`src/inc/tsp_pkg.sv`:
```
`default_nettype none
package tsp_pkg;
   // ------------------------------------------------------------
   // Bus geometry
   // ------------------------------------------------------------
   localparam int unsigned ADDR_W = 4;             // Byte address width
   localparam int unsigned DATA_W = 32;            // AXI4-Lite data width
   localparam int unsigned CNT_W  = 8;             // Counter and compare width
   localparam int unsigned PRE_W  = 7;             // Prescaler width
   localparam int unsigned SEL_W  = 3;             // Clock select width
   // ------------------------------------------------------------
   // Register byte offsets
   // ------------------------------------------------------------
   localparam logic [ADDR_W-1:0] OFS_CTL = 4'h0;   // mode_control_reg
   localparam logic [ADDR_W-1:0] OFS_CMP = 4'h4;   // compare_reg
   localparam logic [ADDR_W-1:0] OFS_CLK = 4'h8;   // clock_select_reg
   localparam logic [ADDR_W-1:0] OFS_STA = 4'hc;   // Counter and pin status
   // ------------------------------------------------------------
   // mode_control_reg and status word field positions
   // ------------------------------------------------------------
   localparam int unsigned B_EN  = 7;              // count_enable_bit
   localparam int unsigned B_PWM = 6;              // pwm_mode_select
   localparam int unsigned B_LVS = 3;              // level_set_bit
   localparam int unsigned B_LVR = 2;              // level_reset_bit
   localparam int unsigned B_POL = 1;              // polarity_or_toggle_enable
   localparam int unsigned B_OE  = 0;              // output_enable_bit
   localparam int unsigned B_STA_OUT = 8;          // Pin level in status word
   // ------------------------------------------------------------
   // Reset values and codes
   // ------------------------------------------------------------
   localparam logic [7:0]       CTL_RST = 8'h00;   // Control after reset
   localparam logic [CNT_W-1:0] CMP_RST = 8'h00;   // Compare after reset
   localparam logic [SEL_W-1:0] CLK_RST = 3'h0;    // Clock select after reset
   localparam logic [CNT_W-1:0] CNT_ZERO = 8'h00;  // Counter clear value
   localparam logic [CNT_W-1:0] CNT_MAX  = 8'hff;  // Last count before wrap
   localparam logic [1:0] RESP_OKAY   = 2'h0;      // AXI OKAY
   localparam logic [1:0] RESP_SLVERR = 2'h2;      // AXI SLVERR
endpackage : tsp_pkg
`default_nettype wire

```
`src/core/tsp_timer.sv`:
```
`default_nettype none
module tsp_timer (
   input  wire logic        CLK_I,
   input  wire logic        RST_I,
   input  wire logic [3:0]  AWADDR_I,
   input  wire logic        AWVALID_I,
   output logic             AWREADY_O,
   input  wire logic [31:0] WDATA_I,
   input  wire logic [3:0]  WSTRB_I,
   input  wire logic        WVALID_I,
   output logic             WREADY_O,
   output logic [1:0]       BRESP_O,
   output logic             BVALID_O,
   input  wire logic        BREADY_I,
   input  wire logic [3:0]  ARADDR_I,
   input  wire logic        ARVALID_I,
   output logic             ARREADY_O,
   output logic [31:0]      RDATA_O,
   output logic [1:0]       RRESP_O,
   output logic             RVALID_O,
   input  wire logic        RREADY_I,
   output logic             TMR_OUT_O,
   output logic             MATCH_IRQ_O
);
   // ------------------------------------------------------------
   // Write channel capture
   // ------------------------------------------------------------
   logic       aw_have_ff;          // Write address held
   logic [3:0] aw_addr_ff;          // Held write address
   logic       w_have_ff;           // Write data held
   logic [7:0] w_data_ff;           // Held low byte of data
   logic       w_lane_ff;           // Held low-lane strobe
   logic       bvalid_ff;           // Write response pending
   logic [1:0] bresp_ff;            // Write response code
   logic       rvalid_ff;           // Read response pending
   logic [31:0] rdata_ff;           // Read data
   logic [1:0] rresp_ff;            // Read response code

   // One decode for both channels, so a register cannot be mapped on one side only
   function automatic logic is_mapped(input logic [3:0] a);
      return (a == tsp_pkg::OFS_CTL) | (a == tsp_pkg::OFS_CMP) |
             (a == tsp_pkg::OFS_CLK) | (a == tsp_pkg::OFS_STA);
   endfunction : is_mapped

   wire aw_hs = AWVALID_I & ~aw_have_ff;
   wire w_hs  = WVALID_I & ~w_have_ff;
   wire wr_go = aw_have_ff & w_have_ff & ~bvalid_ff;
   wire wr_ok = is_mapped(aw_addr_ff);
   wire wr_en  = wr_go & w_lane_ff;
   wire wr_ctl = wr_en & (aw_addr_ff == tsp_pkg::OFS_CTL);
   wire wr_cmp = wr_en & (aw_addr_ff == tsp_pkg::OFS_CMP);
   wire wr_clk = wr_en & (aw_addr_ff == tsp_pkg::OFS_CLK);

   assign AWREADY_O = ~aw_have_ff;
   assign WREADY_O  = ~w_have_ff;
   assign BVALID_O  = bvalid_ff;
   assign BRESP_O   = bresp_ff;

   // Address and data may arrive in either order; each is held until both are in
   always_ff @(posedge CLK_I or posedge RST_I) begin
      if (RST_I) begin
         aw_have_ff <= 1'b0;
         aw_addr_ff <= 4'h0;
         w_have_ff  <= 1'b0;
         w_data_ff  <= 8'h00;
         w_lane_ff  <= 1'b0;
      end else begin
         aw_have_ff <= aw_hs | (aw_have_ff & ~wr_go);
         w_have_ff  <= w_hs | (w_have_ff & ~wr_go);
         if (aw_hs) begin
            aw_addr_ff <= AWADDR_I;
         end
         if (w_hs) begin
            w_data_ff <= WDATA_I[7:0];
            w_lane_ff <= WSTRB_I[0];
         end
      end
   end

   // Response follows the register update in the same edge
   always_ff @(posedge CLK_I or posedge RST_I) begin
      if (RST_I) begin
         bvalid_ff <= 1'b0;
         bresp_ff  <= tsp_pkg::RESP_OKAY;
      end else if (wr_go) begin
         bvalid_ff <= 1'b1;
         bresp_ff  <= wr_ok ? tsp_pkg::RESP_OKAY : tsp_pkg::RESP_SLVERR;
      end else if (BREADY_I) begin
         bvalid_ff <= 1'b0;
      end
   end

   // ------------------------------------------------------------
   // Software registers
   // ------------------------------------------------------------
   logic       ctl_en_ff;           // count_enable_bit
   logic       ctl_pwm_ff;          // pwm_mode_select
   logic       ctl_pol_ff;          // polarity_or_toggle_enable
   logic       ctl_oe_ff;           // output_enable_bit
   logic [7:0] cmp_buf_ff;          // compare_reg as software sees it
   logic [7:0] cmp_act_ff;          // Compare value in effect
   logic [2:0] clk_sel_ff;          // clock_select_reg

   wire nxt_lvs = w_data_ff[tsp_pkg::B_LVS];
   wire nxt_lvr = w_data_ff[tsp_pkg::B_LVR];

   // Level bits are write-only strobes, so they are never stored
   always_ff @(posedge CLK_I or posedge RST_I) begin
      if (RST_I) begin
         ctl_en_ff  <= tsp_pkg::CTL_RST[tsp_pkg::B_EN];
         ctl_pwm_ff <= tsp_pkg::CTL_RST[tsp_pkg::B_PWM];
         ctl_pol_ff <= tsp_pkg::CTL_RST[tsp_pkg::B_POL];
         ctl_oe_ff  <= tsp_pkg::CTL_RST[tsp_pkg::B_OE];
         cmp_buf_ff <= tsp_pkg::CMP_RST;
         clk_sel_ff <= tsp_pkg::CLK_RST;
      end else begin
         if (wr_ctl) begin
            ctl_en_ff  <= w_data_ff[tsp_pkg::B_EN];
            ctl_pwm_ff <= w_data_ff[tsp_pkg::B_PWM];
            ctl_pol_ff <= w_data_ff[tsp_pkg::B_POL];
            ctl_oe_ff  <= w_data_ff[tsp_pkg::B_OE];
         end
         if (wr_cmp) begin
            cmp_buf_ff <= w_data_ff;
         end
         if (wr_clk) begin
            clk_sel_ff <= w_data_ff[2:0];
         end
      end
   end

   // ------------------------------------------------------------
   // Count clock
   // ------------------------------------------------------------
   logic [6:0] pre_ff;              // Free-running prescaler

   // Prescaler never stops, so a start lands anywhere in a count period
   wire [6:0] pre_mask = 7'((8'h01 << clk_sel_ff) - 8'h01);
   wire       tick     = ((pre_ff & pre_mask) == pre_mask);

   always_ff @(posedge CLK_I or posedge RST_I) begin
      if (RST_I) begin
         pre_ff <= 7'h00;
      end else begin
         pre_ff <= pre_ff + 7'h01;
      end
   end

   // ------------------------------------------------------------
   // Counter and compare
   // ------------------------------------------------------------
   logic [7:0] cnt_ff;              // up_counter
   logic       pwm_run_ff;          // First overflow seen since start
   logic       tff_ff;              // Timer output flip-flop
   logic       irq_ff;              // match_interrupt pulse
   logic       out_ff;              // timer_out_pin

   wire run      = ctl_en_ff & tick;
   wire sq_match = run & ~ctl_pwm_ff & (cnt_ff == cmp_act_ff);
   wire ovf      = run & ctl_pwm_ff & (cnt_ff == tsp_pkg::CNT_MAX);
   wire pwm_lvl  = pwm_run_ff & (cnt_ff < cmp_act_ff);
   wire lvl_wr   = wr_ctl & ~w_data_ff[tsp_pkg::B_PWM] & (nxt_lvs ^ nxt_lvr);

   // Square mode clears on match; PWM wraps freely at the top
   always_ff @(posedge CLK_I or posedge RST_I) begin
      if (RST_I) begin
         cnt_ff <= tsp_pkg::CNT_ZERO;
      end else if (~ctl_en_ff | sq_match) begin
         cnt_ff <= tsp_pkg::CNT_ZERO;
      end else if (tick) begin
         cnt_ff <= cnt_ff + 8'h01;
      end
   end

   // Writes pass straight through unless PWM is running; then only at overflow
   always_ff @(posedge CLK_I or posedge RST_I) begin
      if (RST_I) begin
         cmp_act_ff <= tsp_pkg::CMP_RST;
      end else if (~ctl_pwm_ff | ~ctl_en_ff | ovf) begin
         cmp_act_ff <= cmp_buf_ff;
      end
   end

   // Inactive from start until the first wrap, and again once stopped
   always_ff @(posedge CLK_I or posedge RST_I) begin
      if (RST_I) begin
         pwm_run_ff <= 1'b0;
      end else if (~ctl_en_ff | ~ctl_pwm_ff) begin
         pwm_run_ff <= 1'b0;
      end else if (ovf) begin
         pwm_run_ff <= 1'b1;
      end
   end

   // A level write outranks a toggle landing on the same edge
   always_ff @(posedge CLK_I or posedge RST_I) begin
      if (RST_I) begin
         tff_ff <= 1'b0;
      end else if (lvl_wr) begin
         tff_ff <= nxt_lvs;
      end else if (sq_match & ctl_pol_ff) begin
         tff_ff <= ~tff_ff;
      end
   end

   // Pin level: disabled low, PWM level with polarity, else the flip-flop
   wire nxt_out = ~ctl_oe_ff ? 1'b0 :
                  ctl_pwm_ff ? (pwm_lvl ^ ctl_pol_ff) :
                  tff_ff;

   always_ff @(posedge CLK_I or posedge RST_I) begin
      if (RST_I) begin
         out_ff <= 1'b0;
         irq_ff <= 1'b0;
      end else begin
         out_ff <= nxt_out;
         irq_ff <= sq_match;
      end
   end

   assign TMR_OUT_O   = out_ff;
   assign MATCH_IRQ_O = irq_ff;

   // ------------------------------------------------------------
   // Read channel
   // ------------------------------------------------------------
   wire [31:0] rd_ctl = {24'h0, ctl_en_ff, ctl_pwm_ff, 4'h0, ctl_pol_ff, ctl_oe_ff};
   wire [31:0] rd_sta = {23'h0, out_ff, cnt_ff};
   wire        rd_ok  = is_mapped(ARADDR_I);
   wire [31:0] rd_mux = (ARADDR_I == tsp_pkg::OFS_CTL) ? rd_ctl :
                        (ARADDR_I == tsp_pkg::OFS_CMP) ? {24'h0, cmp_buf_ff} :
                        (ARADDR_I == tsp_pkg::OFS_CLK) ? {29'h0, clk_sel_ff} :
                        (ARADDR_I == tsp_pkg::OFS_STA) ? rd_sta : 32'h0;
   wire        ar_hs  = ARVALID_I & ~rvalid_ff;

   assign ARREADY_O = ~rvalid_ff;
   assign RVALID_O  = rvalid_ff;
   assign RDATA_O   = rdata_ff;
   assign RRESP_O   = rresp_ff;

   // One read at a time; address accepted only while no data waits
   always_ff @(posedge CLK_I or posedge RST_I) begin
      if (RST_I) begin
         rvalid_ff <= 1'b0;
         rdata_ff  <= 32'h0;
         rresp_ff  <= tsp_pkg::RESP_OKAY;
      end else if (ar_hs) begin
         rvalid_ff <= 1'b1;
         rdata_ff  <= rd_mux;
         rresp_ff  <= rd_ok ? tsp_pkg::RESP_OKAY : tsp_pkg::RESP_SLVERR;
      end else if (RREADY_I) begin
         rvalid_ff <= 1'b0;
      end
   end
endmodule : tsp_timer
`default_nettype wire

```
`config.mk`:
```
export PLATFORM = sky130hd
export DESIGN_NAME = tsp_timer
export DESIGN_NICKNAME = d
export VERILOG_FILES = /design/src/inc/tsp_pkg.sv /design/src/core/tsp_timer.sv
export SDC_FILE = /design/constraint.sdc
export NUM_CORES = 1
export LEC_CHECK = 0
export BUFFER_PORTS_ARGS = -buffer_cell sky130_fd_sc_hd__buf_2
export CORE_ASPECT_RATIO = 1.2
export CORE_MARGIN = 2
export CORE_UTILIZATION = 40
export CTS_CLUSTER_SIZE = 12
export DETAILED_ROUTE_END_ITERATION = 8
export SYNTH_ARGS = -nofsm -noshare
export SYNTH_HDL_FRONTEND = slang
export SYNTH_SLANG_ARGS = --single-unit
```
`constraint.sdc`:
```
create_clock -name CLK_I -period 2.8 [get_ports CLK_I]
set_input_delay 0.84 -clock CLK_I [delete_from_list [all_inputs] [get_ports CLK_I]]
set_output_delay 0.84 -clock CLK_I [all_outputs]
set_load 0.01 [all_outputs]
```
==> flow_metrics.py <==
metrics = {
    "outcome": {
        "outcome": "finished, final reports clean",
    },
    "drt": {
        "firstDrtPassIters": 5,
        "postRouteAntennaNets": 0,
        "route.detailed.drc": 0,
        "wl_per_cell_um": 13.1,
        "routed-via-count": 2302,
        "routed_via_density": 4.84,
        "drt-initial-drc-count": 91,
        "routed_wl_um": 6240,
    },
    "floorplanning": {
        "start_util": 0.407,
        "dieArea_um2": 9380,
        "die_w_um": 88.7,
        "io-pin-count": 94,
        "core_um2": 8470,
        "rows": 37,
        "die_y_um": 106,
    },
    "timing": {
        "fmax_mhz": 413,
        "tightest_slew_ns": 0.763,
        "period_needed_ns": 2.42,
        "drv_slew": 0,
        "fin_skew_ns": 0.00891,
        "fin_setup_tns_ns": 0,
        "fin_crit_sh": 0.865,
        "rsz0062_at_grt": "no",
        "holdWs_ns": 0.471,
        "slew_headroom": 0.490,
        "setup_viol": 0,
        "timing.final.hold_violations": 0,
    },
    "clock_network": {
        "cts_max_path_buffers": 2,
        "clk_latency_ns": 0.35,
        "cts-buffers-inserted": 9,
        "htree_levels": 3,
        "hold_buffers": 0,
        "clk_pin_slew_worst_paths_ns": 0.08,
        "cts_resized": 0,
        "clock_sinks": 70,
        "clockRootBuffer": "clkbuf_8",
        "cts_setup_buffers": 0,
        "cts_tree": "built",
    },
    "worst_setup_path": {
        "path_delay_family": "simple AND/OR/NAND/NOR gates",
        "critPathMaxFanout": 14,
        "critPathBufInv": 0,
        "crit_slowest_cell": "or4_4",
        "startpoint_type": "flop",
        "crit_chain": "nor3b_2 > a311oi_1 > or4_4 > or2_1 > nor2b_1 > mux2_1",
        "crit_start": "clk_sel_ff[2]",
        "cp-end-kind": "flop",
        "critPathMaxStageDelay_ns": 0.66,
        "arrival_ns": 2.65,
        "timing.rr.start": "clk_sel_ff[2]",
        "crit_type": "flop to flop",
        "cp.required_ns": 3.03,
    },
    "synthesis": {
        "yosysUniqueCellTypes": 48,
        "seq_area_frac_synth": 0.508,
        "syn_avg_cell_area_um2": 11.3,
        "synth_ff_type": "dfrtp_1",
        "postSynthRegisterBits": 70,
        "syn_area_um2": 3450,
        "yosys_warnings": 0,
        "async_flop_share": 1.00,
        "synth-edff-count": 0,
        "synth_cells": 305,
    },
    "placed_design": {
        "dpl.cell_count": 460,
        "port-buffer-count": 41,
        "place.gp.congestion": 0.809,
        "place_hpwl_um": 4580,
    },
    "final_layout": {
        "diodes": 0,
        "drive_gt1_frac": 0.279,
        "fin_cells": 476,
        "layout_common_cells": "dfrtp_1, buf_2, mux2_2",
        "nets": 415,
        "final_common_cell": "dfrtp_1",
        "synthToLayoutAreaGrowth_pct": 13.7,
    },
    "power_and_ir_drop": {
        "power.density_nw_per_um2": 790,
        "total_power_mw": 3.10,
        "power.leakage_nw": 1.85,
        "vdd_drop_max_mv": 0.354,
    },
    "global_routing": {
        "grt_use_total": 0.148,
        "grt_start_max_net_pins": 71,
        "antenna_found_initial": 0,
        "grt_pass1_wl_um": 10700,
        "grt_pass1_vias": 2254,
        "gr-total-overflow": 0,
    },
    "hold_path": {
        "holdCritStartpoint": "pre_ff[6]",
        "holdCritPathClass": "flop to flop",
    },
    "job": {
        "cap_violations": 0,
    },
}
-- synthesized netlist by cell type, types with 8 or more instances --
cell | count | area (um2)
a21oi_1 | 11 | 55.1
buf_4 | 26 | 195
dfrtp_1 | 70 | 1750
ha_1 | 10 | 125
inv_1 | 17 | 63.8
mux2_1 | 8 | 90.1
mux2_2 | 28 | 315
nand2_1 | 17 | 63.8
nand3_1 | 12 | 60.1
nor2_1 | 11 | 41.3
nor2b_1 | 8 | 50.1
o21ai_0 | 14 | 70.1
-- cells by family (layout without fill, tap and decap cells) --
kind of cell,count (synthesis),in the layout,synth area share
adders and majority gates,10,10,0.0363
AOI/OAI and AO/OA,49,49,0.0853
muxes,43,43,0.145
and+or+nand+nor,78,78,0.129
xor gates and xnor gates,5,5,0.0127
DFF,70,70,0.508
buffers and inverters,49,79,0.0820
other,1,25,0.00109
-- state kept, by name, summed over array words and instances, names as in the netlist, 3 cells and up --
| name | cells |
|---|---|
| cmp_act_ff | 8 |
| cmp_buf_ff | 8 |
| RDATA_O | 9 |
| w_data_ff | 8 |
| cnt_ff | 8 |
| pre_ff | 7 |
| clk_sel_ff | 3 |
| aw_addr_ff | 4 |
-- stage by stage --
| step | cell area [um2] | setup slack (ns) | util |
|---|---|---|---|
| floorplan | 3540 | 0.192 | - |
| global placement | 3720 | 0.391 | 0.439 |
| detailed placement | 3720 | 0.368 | 0.439 |
| CTS | 3920 | 0.359 | 0.463 |
| global route | 3920 | 0.168 | 0.463 |
| finish | 3920 | 0.378 | 0.463 |
-- worst reg2reg max path: stages (launching register included) --
cell,delay [ns]
dfrtp_1,0.47
nor3b_2,0.20
a311oi_1,0.07
or4_4,0.66
or2_1,0.29
nor2b_1,0.26
mux2_1,0.36
-- where the power goes --
group | internal (mW) | switching (mW) | total, mW
Combinational | 0.402 | 0.384 | 0.786
Clock | 0.424 | 0.404 | 0.827
Sequential | 1.27 | 0.218 | 1.48
Total | 2.09 | 1.01 | 3.10
-- cell type report --
class | instances | area (um2)
tap | 117 | 146
sequential | 70 | 1750
clock buffer | 9 | 124
multi-input combinational | 210 | 1500
timing repair buffer | 45 | 248
inverter | 18 | 67.6
fill | 813 | 4550
clock inverter | 7 | 78.8
-- final timing paths --
check / to / slack (ns) / depth (start not counted)
setup reg to reg: cmp_act_ff[3] / 0.38 / 6
setup / recovery: cmp_act_ff[3] / 0.38 / 6
hold / removal: pre_ff[6] / 0.47 / 1
min in group asynchronous: aw_have_ff / 0.55 / 3
max in group asynchronous: MATCH_IRQ_O / 1.94 / 3
hold reg to reg: pre_ff[6] / 0.47 / 1
-- routing by layer --
layer	GRT usage	routed length, um
met4	0.0682	102
met2	0.230	2900
met5	0	0
met3	0.0298	322
met1	0.195	2920
No activity file was read; power rests on OpenSTA's default activity.
